$ cat src/verilog/ufbt_map.svh
// Register map, field positions, reset values and bit timing counts of the serial transmitter.
//
// Behaviour
// - Each frame opens with one low start bit; stop bits and idle line are high.
// - Character length is five, six, seven, eight or nine data bits.
// - Optional even or odd parity bit sits after data, before first stop.
// - One or two stop bits close the frame, chosen by configuration.
// - After the last stop bit the next frame follows at once or line idles high.
// - Bit clock comes from the fractional generator unless the transfer clock pin drives it.
// - Divisor holds ten integer bits above six fraction bits; fraction dithers bit timing.
// - Samples per bit are 16 normal, 8 double speed and 2 synchronous.
// - Synchronous timing uses only the integer field; software writes the fraction as zero.
// - Writing the buffer starts sending; the word moves on once the shifter empties.
// - Transmit done flag sets when the frame ends and the buffer is empty.
// - Unused upper bits of short characters are dropped, never sent.
// - One transmit buffer entry ahead of the shifter; receive side is two deep.
// - Transmit done, buffer empty and receive done interrupts each have an enable.
// - A direction output enables an external line driver while sending.
// - One-wire mode shares the transmit pin; open drain enables the pin output only while it pulls low.
// - Disabling the transmitter waits until shifter and buffer are empty, then frees pin.
`ifndef UFBT_MAP_SVH
`define UFBT_MAP_SVH

`define UFBT_ADDR_RX_LOW 4'h0
`define UFBT_ADDR_RX_HIGH 4'h1
`define UFBT_ADDR_TX_LOW 4'h2
`define UFBT_ADDR_TX_HIGH 4'h3
`define UFBT_ADDR_STATUS 4'h4
`define UFBT_ADDR_CTRL_A 4'h5
`define UFBT_ADDR_ENABLE 4'h6
`define UFBT_ADDR_FORMAT 4'h7
`define UFBT_ADDR_BAUD_LOW 4'h8
`define UFBT_ADDR_BAUD_HIGH 4'h9

`define UFBT_ST_RXC 7
`define UFBT_ST_TXC 6
`define UFBT_ST_DRE 5
`define UFBT_CA_RXCIE 7
`define UFBT_CA_TXCIE 6
`define UFBT_CA_DREIE 5
`define UFBT_CA_LOOPBACK 3
`define UFBT_CA_DRIVER 0
`define UFBT_EN_RX 7
`define UFBT_EN_TX 6
`define UFBT_EN_OD 3
`define UFBT_EN_CLK2X 1
`define UFBT_FMT_MODE_HI 7
`define UFBT_FMT_MODE_LO 6
`define UFBT_FMT_PAR_HI 5
`define UFBT_FMT_PAR_LO 4
`define UFBT_FMT_STOP2 3
`define UFBT_FMT_CHSZ_HI 2
`define UFBT_FMT_CHSZ_LO 0

`define UFBT_MODE_ASYNC 2'h0
`define UFBT_MODE_MASTER 2'h1
`define UFBT_MODE_SLAVE 2'h2
`define UFBT_PAR_EVEN 2'h2
`define UFBT_PAR_ODD 2'h3
`define UFBT_CHSZ_9 3'h7

`define UFBT_RST_CTRL 8'h00
`define UFBT_RST_BAUD 16'h0000

`define UFBT_SPB_NORMAL 5'h10
`define UFBT_SPB_DOUBLE 5'h08
`define UFBT_SPB_SYNC 5'h02
`define UFBT_FRAC_STEP 17'h00040
`define UFBT_RX_DEPTH 2'h2

`endif

$ cat src/verilog/ufbt_pkg.sv
// Types shared by the serial transmitter modules.
package ufbt_pkg;
    typedef enum logic [2:0] {TX_IDLE, TX_START, TX_DATA, TX_PAR, TX_STOP1, TX_STOP2} ufbt_tx_e;
    typedef enum logic [1:0] {RX_IDLE, RX_START, RX_DATA, RX_STOP} ufbt_rx_e;
    typedef logic [8:0] ufbt_word_t;
endpackage

$ cat src/verilog/ufbt_baud_if.sv
// Interface between the core and its fractional baud generator.
`timescale 1ns/10ps
interface ufbt_baud_if;
    logic [15:0] baud;
    logic sync;
    logic run;
    logic tick;
    modport gen (input baud, input sync, input run, output tick);
    modport user (output baud, output sync, output run, input tick);
endinterface

$ cat src/verilog/ufbt_core.sv
// Serial frame transmitter with register port, bit clocking and small receive buffer.
`timescale 1ns/10ps
`include "ufbt_map.svh"
module ufbt_core (
    input wire logic clk,
    input wire logic rst_b,
    input wire logic ce,
    input wire logic [3:0] addr,
    input wire logic [7:0] wdata,
    input wire logic wr,
    input wire logic rd,
    output logic [7:0] rdata,
    input wire logic rxd,
    input wire logic txd_in,
    output logic txd_out,
    output logic txd_oe,
    input wire logic transfer_clock_pin_in,
    output logic transfer_clock_pin_out,
    output logic transfer_clock_pin_oe,
    output logic line_driver_enable,
    output logic irq_tx_done,
    output logic irq_tx_empty,
    output logic irq_rx_done
);
    // ------------------------------------------------------------
    // Decoding helpers.
    // ------------------------------------------------------------
    function automatic logic [3:0] char_bits(input logic [2:0] code);
        char_bits = (code == `UFBT_CHSZ_9) ? 4'h9 : (code[2] ? 4'h8 : 4'h5 + {2'h0, code[1:0]});
    endfunction

    function automatic logic [8:0] char_mask(input logic [3:0] n);
        char_mask = 9'h1ff >> (4'h9 - n);
    endfunction

    // ------------------------------------------------------------
    // Registers and pin synchronisers.
    // ------------------------------------------------------------
    logic [7:0] ctrl_a;
    logic [7:0] enable_control;
    logic [7:0] frame_format_control;
    logic [15:0] baud;
    logic tx_hi;
    ufbt_pkg::ufbt_word_t tx_buffer;
    logic buf_full;
    logic tx_done_flag;
    logic [2:0] pin_s1;
    logic [2:0] pin_s2;
    logic pin_s3;

    always_ff @(posedge clk or negedge rst_b) begin
        if (!rst_b) begin
            pin_s1 <= 3'h7;
            pin_s2 <= 3'h7;
            pin_s3 <= 1'b1;
        end else if (ce) begin
            pin_s1 <= {transfer_clock_pin_in, txd_in, rxd};
            pin_s2 <= pin_s1;
            pin_s3 <= pin_s2[2];
        end
    end

    wire [1:0] mode = frame_format_control[`UFBT_FMT_MODE_HI:`UFBT_FMT_MODE_LO];
    wire [1:0] par_mode = frame_format_control[`UFBT_FMT_PAR_HI:`UFBT_FMT_PAR_LO];
    wire par_en = par_mode[1];
    wire stop2 = frame_format_control[`UFBT_FMT_STOP2];
    wire [3:0] nbits = char_bits(frame_format_control[`UFBT_FMT_CHSZ_HI:`UFBT_FMT_CHSZ_LO]);
    wire sync_mode = mode != `UFBT_MODE_ASYNC;
    wire slave = mode == `UFBT_MODE_SLAVE;
    wire tx_en = enable_control[`UFBT_EN_TX];
    wire rx_en = enable_control[`UFBT_EN_RX];
    wire od = enable_control[`UFBT_EN_OD];
    wire rx_line = ctrl_a[`UFBT_CA_LOOPBACK] ? pin_s2[1] : pin_s2[0];

    // ------------------------------------------------------------
    // Bit clocking.
    // ------------------------------------------------------------
    ufbt_pkg::ufbt_tx_e tx_st;
    ufbt_pkg::ufbt_tx_e next_tx_st;
    logic [4:0] smp;
    wire tx_busy = tx_st != ufbt_pkg::TX_IDLE;
    wire tx_act = tx_en | tx_busy | buf_full;

    wire [4:0] spb = sync_mode ? `UFBT_SPB_SYNC :
                     (enable_control[`UFBT_EN_CLK2X] ? `UFBT_SPB_DOUBLE : `UFBT_SPB_NORMAL);
    wire [4:0] spb_last = spb - 5'h01;
    wire smp_wrap = smp >= spb_last;

    ufbt_baud_if bif ();
    assign bif.baud = baud;
    assign bif.sync = sync_mode;
    assign bif.run = ~slave & (tx_act | rx_en);

    ufbt_baud_gen u_gen (
        .clk(clk),
        .rst_b(rst_b),
        .ce(ce),
        .bif(bif.gen)
    );

    // The slave takes each bit from a rising edge on the transfer clock pin.
    wire pin_rise = pin_s2[2] & ~pin_s3;
    wire bit_tick = slave ? pin_rise : (bif.tick & smp_wrap);

    always_ff @(posedge clk or negedge rst_b) begin
        if (!rst_b) begin
            smp <= 5'h00;
        end else if (ce && bif.tick) begin
            smp <= smp_wrap ? 5'h00 : smp + 5'h01;
        end
    end

    assign transfer_clock_pin_oe = (mode == `UFBT_MODE_MASTER) & tx_act;
    assign transfer_clock_pin_out = tx_busy & (smp == 5'h00);

    // ------------------------------------------------------------
    // Transmit path.
    // ------------------------------------------------------------
    ufbt_pkg::ufbt_word_t sh;
    ufbt_pkg::ufbt_word_t next_sh;
    logic [3:0] tx_bit;
    logic [3:0] next_tx_bit;
    logic par_bit;
    logic line;
    logic next_line;
    logic load;
    logic frame_end;

    wire [8:0] masked = tx_buffer & char_mask(nbits);
    wire next_par = (^masked) ^ (par_mode == `UFBT_PAR_ODD);

    always_comb begin
        next_tx_st = tx_st;
        next_sh = sh;
        next_tx_bit = tx_bit;
        load = 1'b0;
        frame_end = 1'b0;
        if (bit_tick) begin
            case (tx_st)
                ufbt_pkg::TX_IDLE: begin
                    load = buf_full;
                end
                ufbt_pkg::TX_START: begin
                    next_tx_st = ufbt_pkg::TX_DATA;
                    next_tx_bit = 4'h0;
                end
                ufbt_pkg::TX_DATA: begin
                    next_sh = {1'b0, sh[8:1]};
                    next_tx_bit = tx_bit + 4'h1;
                    if (tx_bit == nbits - 4'h1) begin
                        next_tx_st = par_en ? ufbt_pkg::TX_PAR : ufbt_pkg::TX_STOP1;
                    end
                end
                ufbt_pkg::TX_PAR: begin
                    next_tx_st = ufbt_pkg::TX_STOP1;
                end
                ufbt_pkg::TX_STOP1: begin
                    if (stop2) begin
                        next_tx_st = ufbt_pkg::TX_STOP2;
                    end else begin
                        load = buf_full;
                        frame_end = 1'b1;
                    end
                end
                ufbt_pkg::TX_STOP2: begin
                    load = buf_full;
                    frame_end = 1'b1;
                end
                default: begin
                    next_tx_st = ufbt_pkg::TX_IDLE;
                end
            endcase
            if (load) begin
                next_tx_st = ufbt_pkg::TX_START;
                next_sh = masked;
            end else if (frame_end) begin
                next_tx_st = ufbt_pkg::TX_IDLE;
            end
        end
    end

    // The line is low only for the start bit and zero data or parity bits.
    always_comb begin
        case (next_tx_st)
            ufbt_pkg::TX_START: next_line = 1'b0;
            ufbt_pkg::TX_DATA: next_line = next_sh[0];
            ufbt_pkg::TX_PAR: next_line = par_bit;
            default: next_line = 1'b1;
        endcase
    end

    wire tx_done_set = frame_end & ~buf_full;
    wire tx_wr_low = wr && addr == `UFBT_ADDR_TX_LOW && !buf_full && tx_en;
    wire tx_done_clr = wr && addr == `UFBT_ADDR_STATUS && wdata[`UFBT_ST_TXC];

    always_ff @(posedge clk or negedge rst_b) begin
        if (!rst_b) begin
            tx_st <= ufbt_pkg::TX_IDLE;
            sh <= 9'h000;
            tx_bit <= 4'h0;
            par_bit <= 1'b0;
            line <= 1'b1;
        end else if (ce) begin
            tx_st <= next_tx_st;
            sh <= next_sh;
            tx_bit <= next_tx_bit;
            line <= next_line;
            if (load) begin
                par_bit <= next_par;
            end
        end
    end

    // Single buffer entry ahead of the shifter; the loaded word frees it.
    always_ff @(posedge clk or negedge rst_b) begin
        if (!rst_b) begin
            tx_buffer <= 9'h000;
            buf_full <= 1'b0;
            tx_done_flag <= 1'b0;
        end else if (ce) begin
            if (tx_wr_low) begin
                tx_buffer <= {tx_hi, wdata};
                buf_full <= 1'b1;
            end else if (load) begin
                buf_full <= 1'b0;
            end
            tx_done_flag <= tx_done_set | (tx_done_flag & ~tx_done_clr);
        end
    end

    // Open drain only pulls low; otherwise the pin is driven while the path is active.
    assign txd_out = od ? 1'b0 : line;
    assign txd_oe = tx_act & (od ? ~line : 1'b1);
    assign line_driver_enable = ctrl_a[`UFBT_CA_DRIVER] & tx_busy;

    // ------------------------------------------------------------
    // Receive path and two-entry buffer.
    // ------------------------------------------------------------
    ufbt_pkg::ufbt_rx_e rx_st;
    ufbt_pkg::ufbt_rx_e next_rx_st;
    logic [4:0] rcnt;
    logic [4:0] next_rcnt;
    ufbt_pkg::ufbt_word_t rsh;
    ufbt_pkg::ufbt_word_t next_rsh;
    logic [3:0] rbit;
    logic [3:0] next_rbit;
    logic push;
    ufbt_pkg::ufbt_word_t rx_mem [2];
    logic rwp;
    logic rrp;
    logic [1:0] rcount;

    wire rx_mid = rcnt == (spb >> 1) - 5'h01;
    wire rx_full_bit = rcnt >= spb_last;
    wire [8:0] rx_word = rsh >> (4'h9 - nbits);

    always_comb begin
        next_rx_st = rx_st;
        next_rcnt = rcnt;
        next_rsh = rsh;
        next_rbit = rbit;
        push = 1'b0;
        case (rx_st)
            ufbt_pkg::RX_IDLE: begin
                if (!rx_line) begin
                    next_rx_st = ufbt_pkg::RX_START;
                    next_rcnt = 5'h00;
                    next_rsh = 9'h000;
                end
            end
            ufbt_pkg::RX_START: begin
                if (bif.tick) begin
                    next_rcnt = rcnt + 5'h01;
                    if (rx_mid) begin
                        next_rcnt = 5'h00;
                        next_rbit = 4'h0;
                        next_rx_st = rx_line ? ufbt_pkg::RX_IDLE : ufbt_pkg::RX_DATA;
                    end
                end
            end
            ufbt_pkg::RX_DATA: begin
                if (bif.tick) begin
                    next_rcnt = rx_full_bit ? 5'h00 : rcnt + 5'h01;
                    if (rx_full_bit) begin
                        next_rsh = (rbit == nbits) ? rsh : {rx_line, rsh[8:1]};
                        next_rbit = rbit + 4'h1;
                        if (rbit == nbits + {3'h0, par_en} - 4'h1) begin
                            next_rx_st = ufbt_pkg::RX_STOP;
                        end
                    end
                end
            end
            ufbt_pkg::RX_STOP: begin
                if (bif.tick) begin
                    next_rcnt = rx_full_bit ? 5'h00 : rcnt + 5'h01;
                    if (rx_full_bit) begin
                        push = 1'b1;
                        next_rx_st = ufbt_pkg::RX_IDLE;
                    end
                end
            end
            default: begin
                next_rx_st = ufbt_pkg::RX_IDLE;
            end
        endcase
        if (!rx_en) begin
            next_rx_st = ufbt_pkg::RX_IDLE;
            push = 1'b0;
        end
    end

    // The parity bit is never shifted in, so the word holds data only.
    wire [8:0] rx_store = rx_word;
    wire rx_pop = rd && addr == `UFBT_ADDR_RX_LOW && rcount != 2'h0;
    wire rx_push = push && rcount != `UFBT_RX_DEPTH;

    always_ff @(posedge clk) begin
        if (ce && rx_push) begin
            rx_mem[rwp] <= rx_store;
        end
    end

    always_ff @(posedge clk or negedge rst_b) begin
        if (!rst_b) begin
            rx_st <= ufbt_pkg::RX_IDLE;
            rcnt <= 5'h00;
            rsh <= 9'h000;
            rbit <= 4'h0;
            rwp <= 1'b0;
            rrp <= 1'b0;
            rcount <= 2'h0;
        end else if (ce) begin
            rx_st <= next_rx_st;
            rcnt <= next_rcnt;
            rsh <= next_rsh;
            rbit <= next_rbit;
            rwp <= rwp ^ rx_push;
            rrp <= rrp ^ rx_pop;
            rcount <= rcount + {1'b0, rx_push} - {1'b0, rx_pop};
        end
    end

    // ------------------------------------------------------------
    // Register port.
    // ------------------------------------------------------------
    wire rx_ready = rcount != 2'h0;
    wire [8:0] rx_head = rx_mem[rrp];
    wire [7:0] status = {rx_ready, tx_done_flag, ~buf_full, 5'h00};
    wire [7:0] rd_mux =
        addr == `UFBT_ADDR_RX_LOW ? (rx_ready ? rx_head[7:0] : 8'h00) :
        addr == `UFBT_ADDR_RX_HIGH ? {rx_ready, 6'h00, rx_ready & rx_head[8]} :
        addr == `UFBT_ADDR_STATUS ? status :
        addr == `UFBT_ADDR_CTRL_A ? ctrl_a :
        addr == `UFBT_ADDR_ENABLE ? enable_control :
        addr == `UFBT_ADDR_FORMAT ? frame_format_control :
        addr == `UFBT_ADDR_BAUD_LOW ? baud[7:0] :
        addr == `UFBT_ADDR_BAUD_HIGH ? baud[15:8] : 8'h00;

    always_ff @(posedge clk or negedge rst_b) begin
        if (!rst_b) begin
            ctrl_a <= `UFBT_RST_CTRL;
            enable_control <= `UFBT_RST_CTRL;
            frame_format_control <= `UFBT_RST_CTRL;
            baud <= `UFBT_RST_BAUD;
            tx_hi <= 1'b0;
            rdata <= 8'h00;
        end else if (ce) begin
            rdata <= rd ? rd_mux : 8'h00;
            if (wr) begin
                case (addr)
                    `UFBT_ADDR_CTRL_A: ctrl_a <= wdata;
                    `UFBT_ADDR_ENABLE: enable_control <= wdata;
                    `UFBT_ADDR_FORMAT: frame_format_control <= wdata;
                    `UFBT_ADDR_BAUD_LOW: baud[7:0] <= wdata;
                    `UFBT_ADDR_BAUD_HIGH: baud[15:8] <= wdata;
                    `UFBT_ADDR_TX_HIGH: tx_hi <= wdata[0];
                    default: tx_hi <= tx_hi;
                endcase
            end
        end
    end

    // Three sources, each gated by its own enable.
    assign irq_tx_done = tx_done_flag & ctrl_a[`UFBT_CA_TXCIE];
    assign irq_tx_empty = ~buf_full & ctrl_a[`UFBT_CA_DREIE];
    assign irq_rx_done = rx_ready & ctrl_a[`UFBT_CA_RXCIE];
endmodule

$ cat src/verilog/ufbt_baud_gen.sv
// Fractional baud generator producing one sample tick per divisor period.
`timescale 1ns/10ps
`include "ufbt_map.svh"
module ufbt_baud_gen (
    input wire logic clk,
    input wire logic rst_b,
    input wire logic ce,
    ufbt_baud_if.gen bif
);
    logic [16:0] acc;
    // Synchronous mode keeps only the integer field of the divisor.
    wire [15:0] div = bif.sync ? {bif.baud[15:6], 6'h00} : bif.baud;
    // Adding 64 per clock and wrapping at the divisor gives 64*fclk/divisor ticks.
    wire [16:0] sum = acc + `UFBT_FRAC_STEP;
    wire hit = sum >= {1'b0, div};
    wire [16:0] next_acc = hit ? sum - {1'b0, div} : sum;

    assign bif.tick = bif.run & hit;

    always_ff @(posedge clk or negedge rst_b) begin
        if (!rst_b) begin
            acc <= 17'h00000;
        end else if (ce) begin
            acc <= bif.run ? next_acc : 17'h00000;
        end
    end
endmodule

$ cat config.mk
export PLATFORM = sky130hd
export DESIGN_NAME = ufbt_core
export DESIGN_NICKNAME = d
export VERILOG_FILES = /design/src/verilog/ufbt_pkg.sv /design/src/verilog/ufbt_baud_if.sv /design/src/verilog/ufbt_core.sv /design/src/verilog/ufbt_baud_gen.sv
export VERILOG_INCLUDE_DIRS = /design/src /design/src/verilog
export SDC_FILE = /design/constraint.sdc
export NUM_CORES = 1
export LEC_CHECK = 0
export BUFFER_PORTS_ARGS = -buffer_cell sky130_fd_sc_hd__buf_2
export CAP_MARGIN = 20
export CORE_AREA = 5 5 126 128
export DETAILED_ROUTE_END_ITERATION = 8
export DIE_AREA = 0 0 131 133
export PLACE_DENSITY = 0.82
export RECOVER_POWER = 25
export SYNTH_ARGS = -nofsm -noshare
export SYNTH_HDL_FRONTEND = slang
export SYNTH_HIERARCHICAL = 1
export SYNTH_SLANG_ARGS = --single-unit
export TNS_END_PERCENT = 100
$ cat constraint.sdc
create_clock -name clk -period 6.9 [get_ports clk]
set_input_delay 0.69 -clock clk [delete_from_list [all_inputs] [get_ports clk]]
set_output_delay 0.69 -clock clk [all_outputs]
set_load 0.02 [all_outputs]
==> impl_metrics.csv <==
group,metric,value,unit
status,status,"finished, violations left",
status,violated_checks,"capacitance limit, slew limit",
sta,share_of_the_cycle_needed_by_the_critical_path_after_routing,69.5,%
final_layout,seqCellArea,3830,sq um
sta,worst-slew-pin-transition,4.26,ns
die,die_w,131,um
final_layout,filler_cells,1133,
global_routing,grt_start_max_net_pins,82,
setup_path,timing.rr.start,"u_gen/acc[6]",
synthesis,synth_area_per_cell,9.72,sq um
synthesis,asyncSetResetFlopFracSynth,87.9,%
synthesis,netlist_area,9230,sq um
clock_network,cts_tree,"yes",
clock_network,clock_tree.buffer_depth,2,
clock_network,worst_setup_hold_path_clk_slew,0.06,ns
synthesis,synthesis.nets,1007,
clock_network,clk-insertion-delay-late,0.43,ns
power_and_ir_drop,irDropWorstVdd,0.000297,V
die,rows,45,
routing,vias,7524,
clock_network,cts.sinks,149,
routing,wire_per_inst,19.5,um
final_layout,fin_util,68.1,%
synthesis,yosys_most_used_dff,"dfrtp_1",
synthesis,yosys.area.top_type,"dfrtp_1",
synthesis,top_count_cell_post_synth,"dfrtp_1",
setup_path,criticalPathCategory,"flop to flop",
clock_network,clock-root-buffer,"clkbuf_16",
min_path,min_delay_endpoint,"rdata[4]",
final_layout,share_of_cells_above_drive_strength_1,17.6,%
clock_network,cts_hold_buffers,0,
setup_path,worst_setup_path_start_kind,"flop",
synthesis,synth-edff-count,18,
placed_design,numPortBuffers,35,
placed_design,dpl.hpwl,16200,um
sta,fin_skew,0.00891,ns
die,initial_utilization,62.6,%
routing,first_iter_violations,710,
clock_network,post_cts_repair_timing_setup_buffer_count,0,
setup_path,cp-end-kind,"flop",
sta,finalCriticalPeriod,4.80,ns
final_layout,diode_insertion_count_for_antenna_repair,0,
setup_path,rr_endpoint,"rcount[0]",
min_path,classification_of_the_worst_slack_hold_path,"flop to flop",
sta,number_of_setup_violations_in_the_final_report,0,
synthesis,synth_commonest_cells,"dfrtp_1 (123), nand2_1 (79), mux2_2 (76)",
routing,drtPass1Iterations,5,
run,drv_cap,1,
synthesis,yosys.cell_types.count,83,
power_and_ir_drop,cellPowerDensity,388,nW/um^2
routing,post_drt_via_cell_ratio,6.45,
synthesis,yosysSeqAreaShare,41.5,%
sta,drv_slew,82,
clock_network,ctsHtreeMaxLevel,4,
global_routing,grt_pass1_vias,7264,
synthesis,area_fraction_of_the_dominant_cell_type_after_synthesis,33.4,%
sta,rel_slew_slack,-184,%
global_routing,grt_pass1_wl,37500,um
sta,setup-tns-final,0,ns
die,boundaryPins,36,
synthesis,synth.top_cells.by_area,"dfrtp_1 (33%), mux2_2 (9.3%), edfxtp_1 (5.9%), ha_1 (5.0%), o21ai_0 (3.7%)",
synthesis,synth-warning-count,6,
global_routing,global_route.usage.total,27.2,%
final_layout,multi_input_comb_area,5030,sq um
placed_design,gp_congestion,0.983,
routing,detail-route-antenna-nets,0,
synthesis,syn-instance-count,949,
clock_network,cts_made_buffers,17,
setup_path,worst-r2r-cell-count,16,
power_and_ir_drop,cellLeakagePower,4.30,nW
global_routing,global_route.overflow_total,0,
sta,rsz0062_at_grt,"false",
routing,route.detailed.drc,0,
min_path,holdCritStartpoint,"rdata[4]",
clock_network,postCtsResizedCells,0,
die,die_ar,17400,sq um
setup_path,crit_required,7.21,ns
die,fp.dieH,133,um
die,total_core_area,14800,sq um
setup_path,crit_arrival,5.10,ns
sta,timing_hold_violations_final,0,
setup_path,reg2reg_slack,2.10,ns
setup_path,worst-path-max-fanout,11,
global_routing,antenna_found_initial,0,
final_layout,layout.nets,1024,
synthesis,synth_seq_cells,149,
min_path,worst_hold_path.num_cells,1,
routing,drt-total-wl,22800,um
final_layout,syn_to_final_growth,8.92,%
sta,max_clock_freq,208,MHz
[power breakdown]
group          total [mW]  switching, mW  internal (mW)
Sequential           1.29          0.225           1.06
Combinational        1.71           1.01          0.702
Clock               0.901          0.377          0.524
[metal layers]
layer | part of all wire, % | routed length, um | up-vias | global-route usage, %
li1 | - | - | 3515 | -
met1 | 42 | 9510 | 3657 | 36.2
met2 | 50 | 11400 | 305 | 44.7
met3 | 6.0 | 1360 | 47 | 5.29
met4 | 2.4 | 537 | 0 | 8.63
met5 | 0 | 0 | - | 0
[state kept, by name (all words and copies together), names as in the netlist, 5 cells and up]
signal and count:
baud 16, ctrl_a 8, enable_control 8, frame_format_control 8
rcnt 5, rdata 8, rsh 9, rx_mem 18
sh 9, smp 5, tx_buffer 9, u_gen/acc 17
[through the flow]
stage                     power [mW]  instances  instance area (sq um)  worst slack [ns]  hold WS (ns)
final                           3.90       1167                  10100              2.10         0.488
after global routing            4.15       1167                  10100              1.77         0.498
after CTS                       3.88       1167                  10100              2.16         0.332
after detailed placement        2.96       1135                   9480              2.18         0.476
after global placement          2.93       1135                   9480              2.31         0.471
after floorplan                 2.56        949                   9230              2.66         0.394
[worst max path at each step]
| stage | start | end | slack (ns) |
|---|---|---|---|
| global route | u_gen/acc[6] | rcount[1] | 1.77 |
| global placement | u_gen/acc[6] | rcount[1] | 2.31 |
| CTS | u_gen/acc[6] | rcount[0] | 2.16 |
| detailed placement | u_gen/acc[7] | rcount[1] | 2.18 |
| floorplan | u_gen/acc[6] | rx_mem[0][0] | 2.66 |
| finish | u_gen/acc[6] | rcount[0] | 2.10 |
[layout make-up]
type                            instances  share of cell area, %
Inverter                               47                   1.76
Multi-Input combinational cell        712                   50.1
Sequential cell                       149                   38.1
Timing Repair Buffer                   39                   2.03
Clock buffer                           21                   4.59
Tap cell                              188                   2.34
Clock inverter                         11                   1.15
[critical path: stages, from the launching register on]
cell,delay (ns)
dfrtp_1,0.40
ha_1,0.26
nand3_2,0.13
or2_1,0.37
nor2_1,0.17
xor2_1,0.10
ha_1,0.38
nand3_1,0.16
a2111o_1,0.34
and4_4,0.27
nor2_1,0.39
nand2_1,0.24
or4_1,0.57
ha_1,0.32
inv_1,0.05
ha_1,0.26
mux2_2,0.27
[cell usage in the layout, fill, tap and decap left out, types with 10 or more instances in the layout]
cell and n:
a21oi_1 51, a22oi_1 11, and2_1 10, buf_2 34, clkbuf_16 18, dfrtp_1 123
edfxtp_1 18, ha_1 37, inv_1 46, mux2_2 76, nand2_1 79, nand2b_1 18
nand3_1 36, nor2_1 62, nor2b_1 19, nor3_1 14, o21ai_0 68, o31ai_1 10
xnor2_1 33, xor2_1 12
[kinds of logic (layout without fill, tap and decap cells)]
logic type / Yosys count / in the layout / synth area share, %
adder cells (fa/ha/maj): 38 / 38 / 5.23
multiplexers: 87 / 87 / 10.6
AO/OA/AOI/OAI: 256 / 256 / 18.7
XOR/XNOR: 45 / 45 / 4.27
flip-flops: 149 / 149 / 41.5
AND/OR/NAND/NOR: 286 / 286 / 15.7
buffers and inverters: 88 / 118 / 4.00
Power figures use the tool's default switching activity.
